**src/include/mrcs_defs.vh**
```
`ifndef MRCS_DEFS_VH
`define MRCS_DEFS_VH

// ==========================================================
// Register offsets
`define MRCS_OFS_CTRL 8'h00
`define MRCS_OFS_REPORT 8'h01
`define MRCS_OFS_DTE_RATE 8'h02
`define MRCS_OFS_LAST_CODE 8'h03
`define MRCS_OFS_STATUS 8'h04
`define MRCS_OFS_COUNT 8'h05

// ==========================================================
// Reset values
`define MRCS_RST_CTRL 8'h44
`define MRCS_RST_REPORT 8'h0c
`define MRCS_RST_DTE_RATE 5'h12

// ==========================================================
// Control, report and status field positions
`define MRCS_CTRL_LEVEL_LSB 0
`define MRCS_CTRL_LEVEL_MSB 2
`define MRCS_CTRL_CRS_LSB 3
`define MRCS_CTRL_CRS_MSB 4
`define MRCS_CTRL_QUIET 5
`define MRCS_CTRL_NUMVERB 6
`define MRCS_REP_COMP_EN 0
`define MRCS_REP_PROT_EN 1
`define MRCS_REP_AWAIT_DT 2
`define MRCS_REP_BUSY_ENF 3
`define MRCS_STAT_OVERRUN 7

// ==========================================================
// Connect report select values
`define MRCS_CRS_DTE 2'h0
`define MRCS_CRS_CARRIER 2'h1
`define MRCS_CRS_LINE 2'h2

// ==========================================================
// Rate indices (300 bits/s is index 0, 33600 is index 16)
`define MRCS_RATE_2400 5'h03
`define MRCS_RATE_4800 5'h04
`define MRCS_RATE_7200 5'h05
`define MRCS_RATE_9600 5'h06
`define MRCS_RATE_14400 5'h08
`define MRCS_RATE_16800 5'h09
`define MRCS_RATE_19200 5'h0a
`define MRCS_RATE_33600 5'h10

// ==========================================================
// Carrier modulation encodings
`define MRCS_MOD_V21 4'h0
`define MRCS_MOD_V23_BACK 4'h1
`define MRCS_MOD_V23_FWD 4'h2
`define MRCS_MOD_V22 4'h3
`define MRCS_MOD_V22BIS 4'h4
`define MRCS_MOD_V32 4'h5
`define MRCS_MOD_V32BIS 4'h6
`define MRCS_MOD_V32EXT 4'h7
`define MRCS_MOD_V34 4'h8

// ==========================================================
// Result codes
`define MRCS_CODE_CONNECT 8'h01
`define MRCS_CODE_NO_CARRIER 8'h03
`define MRCS_CODE_NO_DIAL_TONE 8'h06
`define MRCS_CODE_BUSY 8'h07
`define MRCS_CODE_NO_ANSWER 8'h08
`define MRCS_CODE_CAR_300 8'h28
`define MRCS_CODE_CAR_75_1200 8'h2a
`define MRCS_CODE_CAR_1200_75 8'h2b
`define MRCS_CODE_CAR_1200 8'h2e
`define MRCS_CODE_CAR_2400 8'h2f
`define MRCS_CODE_CAR_BASE 8'h2c
`define MRCS_CODE_COMP_CLASS5 8'h42
`define MRCS_CODE_COMP_V42BIS 8'h43
`define MRCS_CODE_COMP_NONE 8'h45
`define MRCS_CODE_PROT_NONE 8'h46
`define MRCS_CODE_PROT_LAPM 8'h4d
`define MRCS_CODE_PROT_ALT_BASE 8'h50

// ==========================================================
// Compression and protocol encodings
`define MRCS_COMP_NONE 2'h0
`define MRCS_COMP_CLASS5 2'h1
`define MRCS_COMP_V42BIS 2'h2
`define MRCS_PROT_NONE 3'h0
`define MRCS_PROT_LAPM 3'h1
`define MRCS_PROT_ALT0 3'h2
`define MRCS_PROT_ALT4 3'h6

`endif

```
**src/logic/mrcs_selector.v**
```verilog
// Overview of operation
// - Levels two/four: missing dial tone gives 6
// - Levels three/four, busy enforced: engaged gives 7
// - Quiet-answer dial without silence gives 8
// - Levels one-four: connect-rate code when line/2400-DTE reporting
// - Carrier codes 40-60 only with carrier reporting
// - V.21 or 103-type carrier gives 40
// - V.23 backward gives 42, forward 43
// - V.22 or 212-type 1200 gives 46
// - V.22bis or V.34 at 2400 gives 47
// - 4800 gives 48, 9600 gives 50
// - 7200, 12000, 14400 give 49, 51, 52
// - 16800 and 19200 give 53 and 54
// - V.34 21600..33600 give 55..60
// - Compression reporting: 66, 67, 69
// - Protocol reporting: no correction gives 70
// - Protocol reporting: LAPM gives 77
// - Quiet setting suppresses connect messages
// - Numeric select zero reports numeric codes
//
// The implementer's own choices: the address-and-strobe port and the placing of the registers.
`timescale 1ns/1ps
`include "mrcs_defs.vh"

module mrcs_selector
(
  input wire clock_i,
  input wire rst_i,
  input wire [7:0] addr_i,
  input wire [7:0] wdata_i,
  input wire wr_i,
  input wire rd_i,
  output reg [7:0] rdata_o,
  input wire no_dial_tone_i,
  input wire busy_detect_i,
  input wire quiet_answer_mod_i,
  input wire no_silence_timeout_i,
  input wire connect_i,
  input wire [7:0] connect_rate_code_i,
  input wire carrier_det_i,
  input wire [3:0] carrier_mod_i,
  input wire [4:0] carrier_rate_i,
  input wire compress_det_i,
  input wire [1:0] compress_type_i,
  input wire protocol_det_i,
  input wire [2:0] protocol_type_i,
  output reg [7:0] code_o,
  output reg code_valid_o,
  output reg code_numeric_o
);

  localparam NCLS = 7;
  localparam CLS_DIAL = 0;
  localparam CLS_BUSY = 1;
  localparam CLS_NOANS = 2;
  localparam CLS_CARRIER = 3;
  localparam CLS_PROT = 4;
  localparam CLS_COMP = 5;
  localparam CLS_CONNECT = 6;
  localparam [2:0] SEL_NONE = 3'h7;

  // ==========================================================
  // Decode helpers

  // Lowest pending class wins; failures first, then negotiation, connect last
  function [2:0] first_pending;
    input [NCLS-1:0] p;
    integer j;
    begin
      first_pending = SEL_NONE;
      for (j = NCLS - 1; j >= 0; j = j - 1)
      begin
        if (p[j])
        begin
          first_pending = j[2:0];
        end
      end
    end
  endfunction

  // Carrier code, zero where the pair is not a legal combination
  function [7:0] carrier_code;
    input [3:0] m;
    input [4:0] r;
    begin
      carrier_code = 8'h00;
      case (m)
        `MRCS_MOD_V21: carrier_code = `MRCS_CODE_CAR_300;
        `MRCS_MOD_V23_BACK: carrier_code = `MRCS_CODE_CAR_75_1200;
        `MRCS_MOD_V23_FWD: carrier_code = `MRCS_CODE_CAR_1200_75;
        `MRCS_MOD_V22: carrier_code = `MRCS_CODE_CAR_1200;
        `MRCS_MOD_V22BIS: carrier_code = `MRCS_CODE_CAR_2400;
        `MRCS_MOD_V32:
        begin
          if (r == `MRCS_RATE_4800 || r == `MRCS_RATE_9600)
          begin
            carrier_code = `MRCS_CODE_CAR_BASE + {3'h0, r};
          end
        end
        `MRCS_MOD_V32BIS:
        begin
          if (r >= `MRCS_RATE_4800 && r <= `MRCS_RATE_14400)
          begin
            carrier_code = `MRCS_CODE_CAR_BASE + {3'h0, r};
          end
        end
        `MRCS_MOD_V32EXT:
        begin
          if (r == `MRCS_RATE_16800 || r == `MRCS_RATE_19200)
          begin
            carrier_code = `MRCS_CODE_CAR_BASE + {3'h0, r};
          end
        end
        `MRCS_MOD_V34:
        begin
          if (r == `MRCS_RATE_2400)
          begin
            carrier_code = `MRCS_CODE_CAR_2400;
          end
          else if (r >= `MRCS_RATE_4800 && r <= `MRCS_RATE_33600)
          begin
            // Codes 48..60 track the rate index one to one
            carrier_code = `MRCS_CODE_CAR_BASE + {3'h0, r};
          end
        end
        default: carrier_code = 8'h00;
      endcase
    end
  endfunction

  // Connect-rate codes that the rate table may legally hand over
  function is_rate_code;
    input [7:0] c;
    begin
      is_rate_code = (c == 8'h05) || (c >= 8'h0a && c <= 8'h0f) ||
        (c >= 8'h18 && c <= 8'h21);
    end
  endfunction

  // ==========================================================
  // Registers
  reg [7:0] ctrl_r;
  reg [7:0] report_r;
  reg [4:0] dte_rate_r;
  reg [7:0] last_code_r;
  reg [7:0] count_r;
  reg overrun_r;

  wire [2:0] result_range_level = ctrl_r[`MRCS_CTRL_LEVEL_MSB:`MRCS_CTRL_LEVEL_LSB];
  wire [1:0] connect_report_select = ctrl_r[`MRCS_CTRL_CRS_MSB:`MRCS_CTRL_CRS_LSB];
  wire quiet_select = ctrl_r[`MRCS_CTRL_QUIET];
  wire numeric_verbose_select = ctrl_r[`MRCS_CTRL_NUMVERB];
  wire comp_en = report_r[`MRCS_REP_COMP_EN];
  wire prot_en = report_r[`MRCS_REP_PROT_EN];
  wire await_dial_tone = report_r[`MRCS_REP_AWAIT_DT];
  wire busy_enforce = report_r[`MRCS_REP_BUSY_ENF];
  wire carrier_en = (connect_report_select == `MRCS_CRS_CARRIER);

  // ==========================================================
  // Event qualification
  reg [NCLS-1:0] ev;
  reg [NCLS*8-1:0] ev_code;
  reg [7:0] car_code;

  always @*
  begin
    ev = {NCLS{1'b0}};
    ev_code = {NCLS*8{1'b0}};
    car_code = carrier_code(carrier_mod_i, carrier_rate_i);

    if (no_dial_tone_i && await_dial_tone)
    begin
      if (result_range_level == 3'h2 || result_range_level == 3'h4)
      begin
        ev[CLS_DIAL] = 1'b1;
        ev_code[CLS_DIAL*8 +: 8] = `MRCS_CODE_NO_DIAL_TONE;
      end
      else if (result_range_level == 3'h0)
      begin
        ev[CLS_DIAL] = 1'b1;
        ev_code[CLS_DIAL*8 +: 8] = `MRCS_CODE_NO_CARRIER;
      end
    end

    if (busy_detect_i && busy_enforce)
    begin
      if (result_range_level == 3'h3 || result_range_level == 3'h4)
      begin
        ev[CLS_BUSY] = 1'b1;
        ev_code[CLS_BUSY*8 +: 8] = `MRCS_CODE_BUSY;
      end
      else if (result_range_level == 3'h0)
      begin
        ev[CLS_BUSY] = 1'b1;
        ev_code[CLS_BUSY*8 +: 8] = `MRCS_CODE_NO_CARRIER;
      end
    end

    if (no_silence_timeout_i && quiet_answer_mod_i)
    begin
      ev[CLS_NOANS] = 1'b1;
      ev_code[CLS_NOANS*8 +: 8] = `MRCS_CODE_NO_ANSWER;
    end

    // Negotiation and connect messages all vanish under the quiet setting
    if (!quiet_select)
    begin
      if (carrier_det_i && carrier_en && car_code != 8'h00)
      begin
        ev[CLS_CARRIER] = 1'b1;
        ev_code[CLS_CARRIER*8 +: 8] = car_code;
      end

      if (protocol_det_i && prot_en)
      begin
        ev[CLS_PROT] = 1'b1;
        if (protocol_type_i == `MRCS_PROT_NONE)
        begin
          ev_code[CLS_PROT*8 +: 8] = `MRCS_CODE_PROT_NONE;
        end
        else if (protocol_type_i == `MRCS_PROT_LAPM)
        begin
          ev_code[CLS_PROT*8 +: 8] = `MRCS_CODE_PROT_LAPM;
        end
        else if (protocol_type_i <= `MRCS_PROT_ALT4)
        begin
          ev_code[CLS_PROT*8 +: 8] = `MRCS_CODE_PROT_ALT_BASE +
            {5'h00, protocol_type_i - `MRCS_PROT_ALT0};
        end
        else
        begin
          ev[CLS_PROT] = 1'b0;
        end
      end

      if (compress_det_i && comp_en)
      begin
        ev[CLS_COMP] = 1'b1;
        if (compress_type_i == `MRCS_COMP_CLASS5)
        begin
          ev_code[CLS_COMP*8 +: 8] = `MRCS_CODE_COMP_CLASS5;
        end
        else if (compress_type_i == `MRCS_COMP_V42BIS)
        begin
          ev_code[CLS_COMP*8 +: 8] = `MRCS_CODE_COMP_V42BIS;
        end
        else if (compress_type_i == `MRCS_COMP_NONE)
        begin
          ev_code[CLS_COMP*8 +: 8] = `MRCS_CODE_COMP_NONE;
        end
        else
        begin
          ev[CLS_COMP] = 1'b0;
        end
      end

      if (connect_i)
      begin
        ev[CLS_CONNECT] = 1'b1;
        ev_code[CLS_CONNECT*8 +: 8] = `MRCS_CODE_CONNECT;
        // Rate code only where speed reporting is allowed; else plain connect
        if (result_range_level >= 3'h1 && result_range_level <= 3'h4 &&
          is_rate_code(connect_rate_code_i) &&
          (connect_report_select == `MRCS_CRS_LINE ||
          (connect_report_select == `MRCS_CRS_DTE &&
          dte_rate_r == `MRCS_RATE_2400)))
        begin
          ev_code[CLS_CONNECT*8 +: 8] = connect_rate_code_i;
        end
      end
    end
  end

  // ==========================================================
  // Pending slots, one per message class
  wire [NCLS-1:0] pend;
  wire [NCLS*8-1:0] pend_code;
  wire [2:0] sel = first_pending(pend);
  wire [NCLS-1:0] grant = (sel == SEL_NONE) ? {NCLS{1'b0}} :
    ({{(NCLS-1){1'b0}}, 1'b1} << sel);

  genvar k;
  generate
    for (k = 0; k < NCLS; k = k + 1)
    begin : g_slot
      reg pend_r;
      reg [7:0] code_r;
      assign pend[k] = pend_r;
      assign pend_code[k*8 +: 8] = code_r;

      // A new event in the grant cycle keeps the slot full
      always @(posedge clock_i)
      begin
        if (rst_i)
        begin
          pend_r <= 1'b0;
          code_r <= 8'h00;
        end
        else if (ev[k])
        begin
          pend_r <= 1'b1;
          code_r <= ev_code[k*8 +: 8];
        end
        else if (grant[k])
        begin
          pend_r <= 1'b0;
        end
      end
    end
  endgenerate

  // Slot still holding an unsent code when a second one lands
  wire lost = |(ev & pend & ~grant);

  // ==========================================================
  // Code output, one code per cycle
  always @(posedge clock_i)
  begin
    if (rst_i)
    begin
      code_o <= 8'h00;
      code_valid_o <= 1'b0;
      code_numeric_o <= 1'b0;
    end
    else
    begin
      code_numeric_o <= ~numeric_verbose_select;
      code_valid_o <= (sel != SEL_NONE);
      if (sel != SEL_NONE)
      begin
        code_o <= pend_code[sel*8 +: 8];
      end
    end
  end

  // ==========================================================
  // Register file
  always @(posedge clock_i)
  begin
    if (rst_i)
    begin
      ctrl_r <= `MRCS_RST_CTRL;
      report_r <= `MRCS_RST_REPORT;
      dte_rate_r <= `MRCS_RST_DTE_RATE;
      last_code_r <= 8'h00;
      count_r <= 8'h00;
      overrun_r <= 1'b0;
    end
    else
    begin
      if (wr_i)
      begin
        if (addr_i == `MRCS_OFS_CTRL)
        begin
          ctrl_r <= {1'b0, wdata_i[6:0]};
        end
        else if (addr_i == `MRCS_OFS_REPORT)
        begin
          report_r <= {4'h0, wdata_i[3:0]};
        end
        else if (addr_i == `MRCS_OFS_DTE_RATE)
        begin
          dte_rate_r <= wdata_i[4:0];
        end
      end
      if (sel != SEL_NONE)
      begin
        last_code_r <= pend_code[sel*8 +: 8];
        count_r <= count_r + 8'h01;
      end
      // Set wins over a write-one clear in the same cycle
      if (lost)
      begin
        overrun_r <= 1'b1;
      end
      else if (wr_i && addr_i == `MRCS_OFS_STATUS && wdata_i[`MRCS_STAT_OVERRUN])
      begin
        overrun_r <= 1'b0;
      end
    end
  end

  // Read data stand only in the cycle after the strobe
  always @(posedge clock_i)
  begin
    if (rst_i)
    begin
      rdata_o <= 8'h00;
    end
    else if (!rd_i)
    begin
      rdata_o <= 8'h00;
    end
    else if (addr_i == `MRCS_OFS_CTRL)
    begin
      rdata_o <= ctrl_r;
    end
    else if (addr_i == `MRCS_OFS_REPORT)
    begin
      rdata_o <= report_r;
    end
    else if (addr_i == `MRCS_OFS_DTE_RATE)
    begin
      rdata_o <= {3'h0, dte_rate_r};
    end
    else if (addr_i == `MRCS_OFS_LAST_CODE)
    begin
      rdata_o <= last_code_r;
    end
    else if (addr_i == `MRCS_OFS_STATUS)
    begin
      rdata_o <= {overrun_r, pend};
    end
    else if (addr_i == `MRCS_OFS_COUNT)
    begin
      rdata_o <= count_r;
    end
    else
    begin
      rdata_o <= 8'h00;
    end
  end

endmodule // mrcs_selector

```
**config.mk**
```make
export PLATFORM = sky130hd
export DESIGN_NAME = mrcs_selector
export DESIGN_NICKNAME = d
export VERILOG_FILES = /design/src/logic/mrcs_selector.v
export VERILOG_INCLUDE_DIRS = /design/src /design/src/include
export SDC_FILE = /design/constraint.sdc
export NUM_CORES = 1
export LEC_CHECK = 0
export BUFFER_PORTS_ARGS = -buffer_cell sky130_fd_sc_hd__buf_2
export CORE_UTILIZATION = 57
export DETAILED_ROUTE_END_ITERATION = 10
export PLACE_DENSITY = 0.91
export SYNTH_ARGS = -nofsm -noshare
export SYNTH_HDL_FRONTEND = slang
export SYNTH_SLANG_ARGS = --single-unit
```
**constraint.sdc**
```tcl
create_clock -name clock_i -period 2.53 [get_ports clock_i]
set_input_delay 0.506 -clock clock_i [delete_from_list [all_inputs] [get_ports clock_i]]
set_output_delay 0.506 -clock clock_i [all_outputs]
set_load 0.005 [all_outputs]
```
==> impl_metrics.tcl <==
set metrics [dict create \
    ys.warnings.count 0 \
    final_common_cell "nor2_1" \
    netlist_area_um2 4200 \
    slew_viol_final 0 \
    clockBufferDepth 2 \
    path_clk_slew_ns 0.08 \
    synth_top_family_by_area "simple AND/OR/NAND/NOR gates" \
    cp-end-kind "flop" \
    multi_input_area_um2 2400 \
    syn-instance-count 492 \
    totalWireLength_um 10700 \
    min_path_type "input pin to flop" \
    comb_power_share_pct 12.8 \
    hpwlAfterDp_um 7960 \
    critPathMaxStageDelay_ns 0.50 \
    finalNonFillerCells 652 \
    grtUsageMet2_pct 49.5 \
    grt_overflow 0 \
    post_cts_resized 0 \
    critPathLaunch "g_slot[4].pend_r$_SDFFE_PP0P_" \
    initial_utilization_pct 60.5 \
    numCtsBuffers 9 \
    muxShareOfSynthArea_pct 6.80 \
    finalNetCount 611 \
    synth_edf_count 0 \
    postCtsHoldBufs 0 \
    internal_power_mw 1.95 \
    rr_worst_depth 6 \
    critPathKind "flop to flop" \
    insertion_delay_ns 0.35 \
    antenna_found_initial 0 \
    p_leak_nw 1.91 \
    power_mw 2.64 \
    crit_path_cell_trace "nor2_1 > o31ai_2 > and3_1 > a22oi_1 > a21o_1 > a21oi_1" \
    maxCapViolCount 0 \
    grt_pass1_wl_um 17300 \
    pre_cts_ws_ns 0.0264 \
    grt_usage_pct 29.0 \
    finClkSkew_ns 0.0101 \
    drt-wirelength-per-cell_um 16.5 \
    p_sw_share_pct 26.3 \
    fin_util_pct 69.2 \
    diodes 0 \
    fin_hold_ws_ns 0.368 \
    avgSynthCellArea_um2 8.53 \
    sequentialPowerShare_pct 50.5 \
    root_buffer "clkbuf_8" \
    synth_xor_area_share_pct 2.50 \
    vias 3974 \
    dpl-instance-area_um2 4600 \
    synth-async-reset-ratio_pct 0 \
    gr-usage-met3_pct 4.90 \
    hold_violations 0 \
    cp-start-kind "flop" \
    synth_adder_area_share_pct 2.98 \
    syn_nets 552 \
    io_buffer_count 67 \
    setup_viol 0 \
    ys_seq_elements 81 \
    worstHoldPathCells 2 \
    drc 0 \
    vias_per_cell 6.10 \
    synth-compound-area-share_pct 19.6 \
    antenna_left 0 \
    io-pin-count 68 \
    h-tree-depth 3 \
    power.switching_uw 696 \
    dieArea_um2 7710 \
    pwr_density_cell_nw_per_um2 550 \
    fill_cells 575 \
    min_period_ns 2.17 \
    drt-initial-drc-count 352 \
    cts.sinks 81 \
    fp.dieW_um 87.8 \
    chipHeight_um 87.8 \
    final_cell_mix "86 x nor2_1, 81 x dfxtp_1, 67 x buf_2, 34 x a21oi_1, 28 x nand2_1" \
    finalCritPeriodShare_pct 85.9 \
    design_area_um2 4810 \
    cts_tree "yes" \
    grt_most_used_layer "met2" \
    required_ns 2.81 \
    routabilityCongestion 0.882 \
    cp_top_family "compound AO/OA/AOI/OAI gates" \
    worstPathBufferInverterCount 0 \
    synth.distinct_cells 72 \
    path_depth 6 \
    max_freq_mhz 460 \
    min_from "wdata_i[6]" \
    max_slew_margin_pct 55.9 \
    arrival_ns 2.45 \
    r2r-start "g_slot[4].pend_r$_SDFFE_PP0P_" \
    area_growth_syn_to_layout_pct 14.5 \
    outcome "finished clean" \
    ys_seq_area_share_pct 38.6 \
    grt_start_max_net_pins 31 \
    irDropWorstVdd_mv 0.257 \
    met1_usage_pct 36.5 \
    synth_simple_gate_area_share_pct 25.2 \
    rows 30 \
    critical_path.max_fanout 7 \
    rsz0062_at_grt "false" \
    post-cts-setup-buffers 0 \
    clkPwrFrac_pct 36.7 \
    tightest_slew_ns 0.662 \
    layout-drive-gt1-share_pct 21.0 \
    core_area_um2 6940 \
    worst_slack_ns 0.356 \
    ff_latch_area_um2 1620 \
    setup_tns_ns 0 \
    grt_pass1_vias 3682 \
    first_pass_iters 5 \
    dpl.cell_count 636 \
    critPathSlowestCell "o31ai_2" \
    ys.flop_type "dfxtp_1" \
]
-- final timing paths --
path                                               endpoint  slack [ns]
worst max-delay path            last_code_r[2]$_SDFFE_PP0P_        0.36
worst min-delay path                 ctrl_r[6]$_SDFFE_PP1P_        0.37
worst max register to register  last_code_r[2]$_SDFFE_PP0P_        0.36
worst min register to register    code_numeric_o$_SDFF_PP0_        0.45
-- cell usage after synthesis (2+ instances only) --
cell / count / area share, %
inv_1: 12 / 1.1
dfxtp_1: 81 / 39
o21ai_0: 11 / 1.3
a22oi_1: 12 / 2.1
and3_1: 4 / 0.60
a211o_1: 6 / 1.3
ha_1: 10 / 3.0
nor3_1: 19 / 2.3
a211oi_1: 6 / 1.1
xnor2_1: 5 / 1.0
a221oi_1: 3 / 0.63
nand4b_1: 3 / 0.63
nor4_1: 3 / 0.45
nor2b_1: 11 / 1.6
nor3b_1: 3 / 0.54
nand3b_1: 4 / 0.72
nor3_4: 2 / 0.77
nand3_1: 13 / 1.5
buf_6: 2 / 0.54
a21o_1: 8 / 1.4
nor2_1: 86 / 7.7
o22ai_1: 2 / 0.30
nand4_1: 3 / 0.45
a31oi_1: 7 / 1.0
nand2b_1: 7 / 1.0
a21oi_1: 34 / 4.1
a41oi_1: 2 / 0.42
clkbuf_1: 20 / 1.8
a311oi_1: 2 / 0.42
mux2_2: 2 / 0.54
nand2_1: 28 / 2.5
a222oi_1: 2 / 0.48
xor2_1: 7 / 1.5
a32oi_1: 2 / 0.42
buf_2: 6 / 0.72
a22o_1: 3 / 0.63
buf_1: 2 / 0.18
mux2i_1: 24 / 5.7
or2_2: 2 / 0.30
-- routing by layer --
metal  wire, um  share of wire, %  up-vias
met2       5190                48      195
met1       4440                41     1858
met3        867               8.1       26
met5          0                 0        -
li1           -                 -     1895
met4        242               2.3        0
-- flip-flops by register name, summed over array words and instances (netlist names) --
register	cells
count_r	8
dte_rate_r	5
code_valid_o	1
g_slot.pend_r	7
g_slot.code_r	31
last_code_r	8
code_numeric_o	1
report_r	4
ctrl_r	7
rdata_o	8
overrun_r	1
-- cells by family (layout without fill, tap and decap cells) --
family          Yosys count  after routing
buf+inv                  42            106
xor+xnor                 12             12
flops                    81             81
fa+ha+maj                10             10
mux                      27             27
simple gates            204            204
compound gates          116            116
-- power by group through the flow --
stage	combinational [mW]	sequential (mW)	clock, mW
2_1_floorplan	0.219	1.35	0
3_3_place_gp	0.319	1.36	0
3_5_place_dp	0.332	1.36	0
4_1_cts	0.335	1.33	0.973
5_1_grt	0.371	1.34	1.03
6_report	0.339	1.33	0.970
-- cell type report --
cell class / count / area share (%)
repair buffers: 78 / 8.69
multi-input cells: 369 / 49.8
flip-flops and latches: 81 / 33.7
inverters: 12 / 0.937
clock buffers: 12 / 3.23
well taps: 96 / 2.50
clock inverters: 4 / 1.07
-- worst register-to-register path: stages, from the launching register on --
cell,delay [ns]
dfxtp_1,0.45
nor2_1,0.16
o31ai_2,0.50
and3_1,0.46
a22oi_1,0.15
a21o_1,0.24
a21oi_1,0.14
No activity file was read; power rests on OpenSTA's default activity.
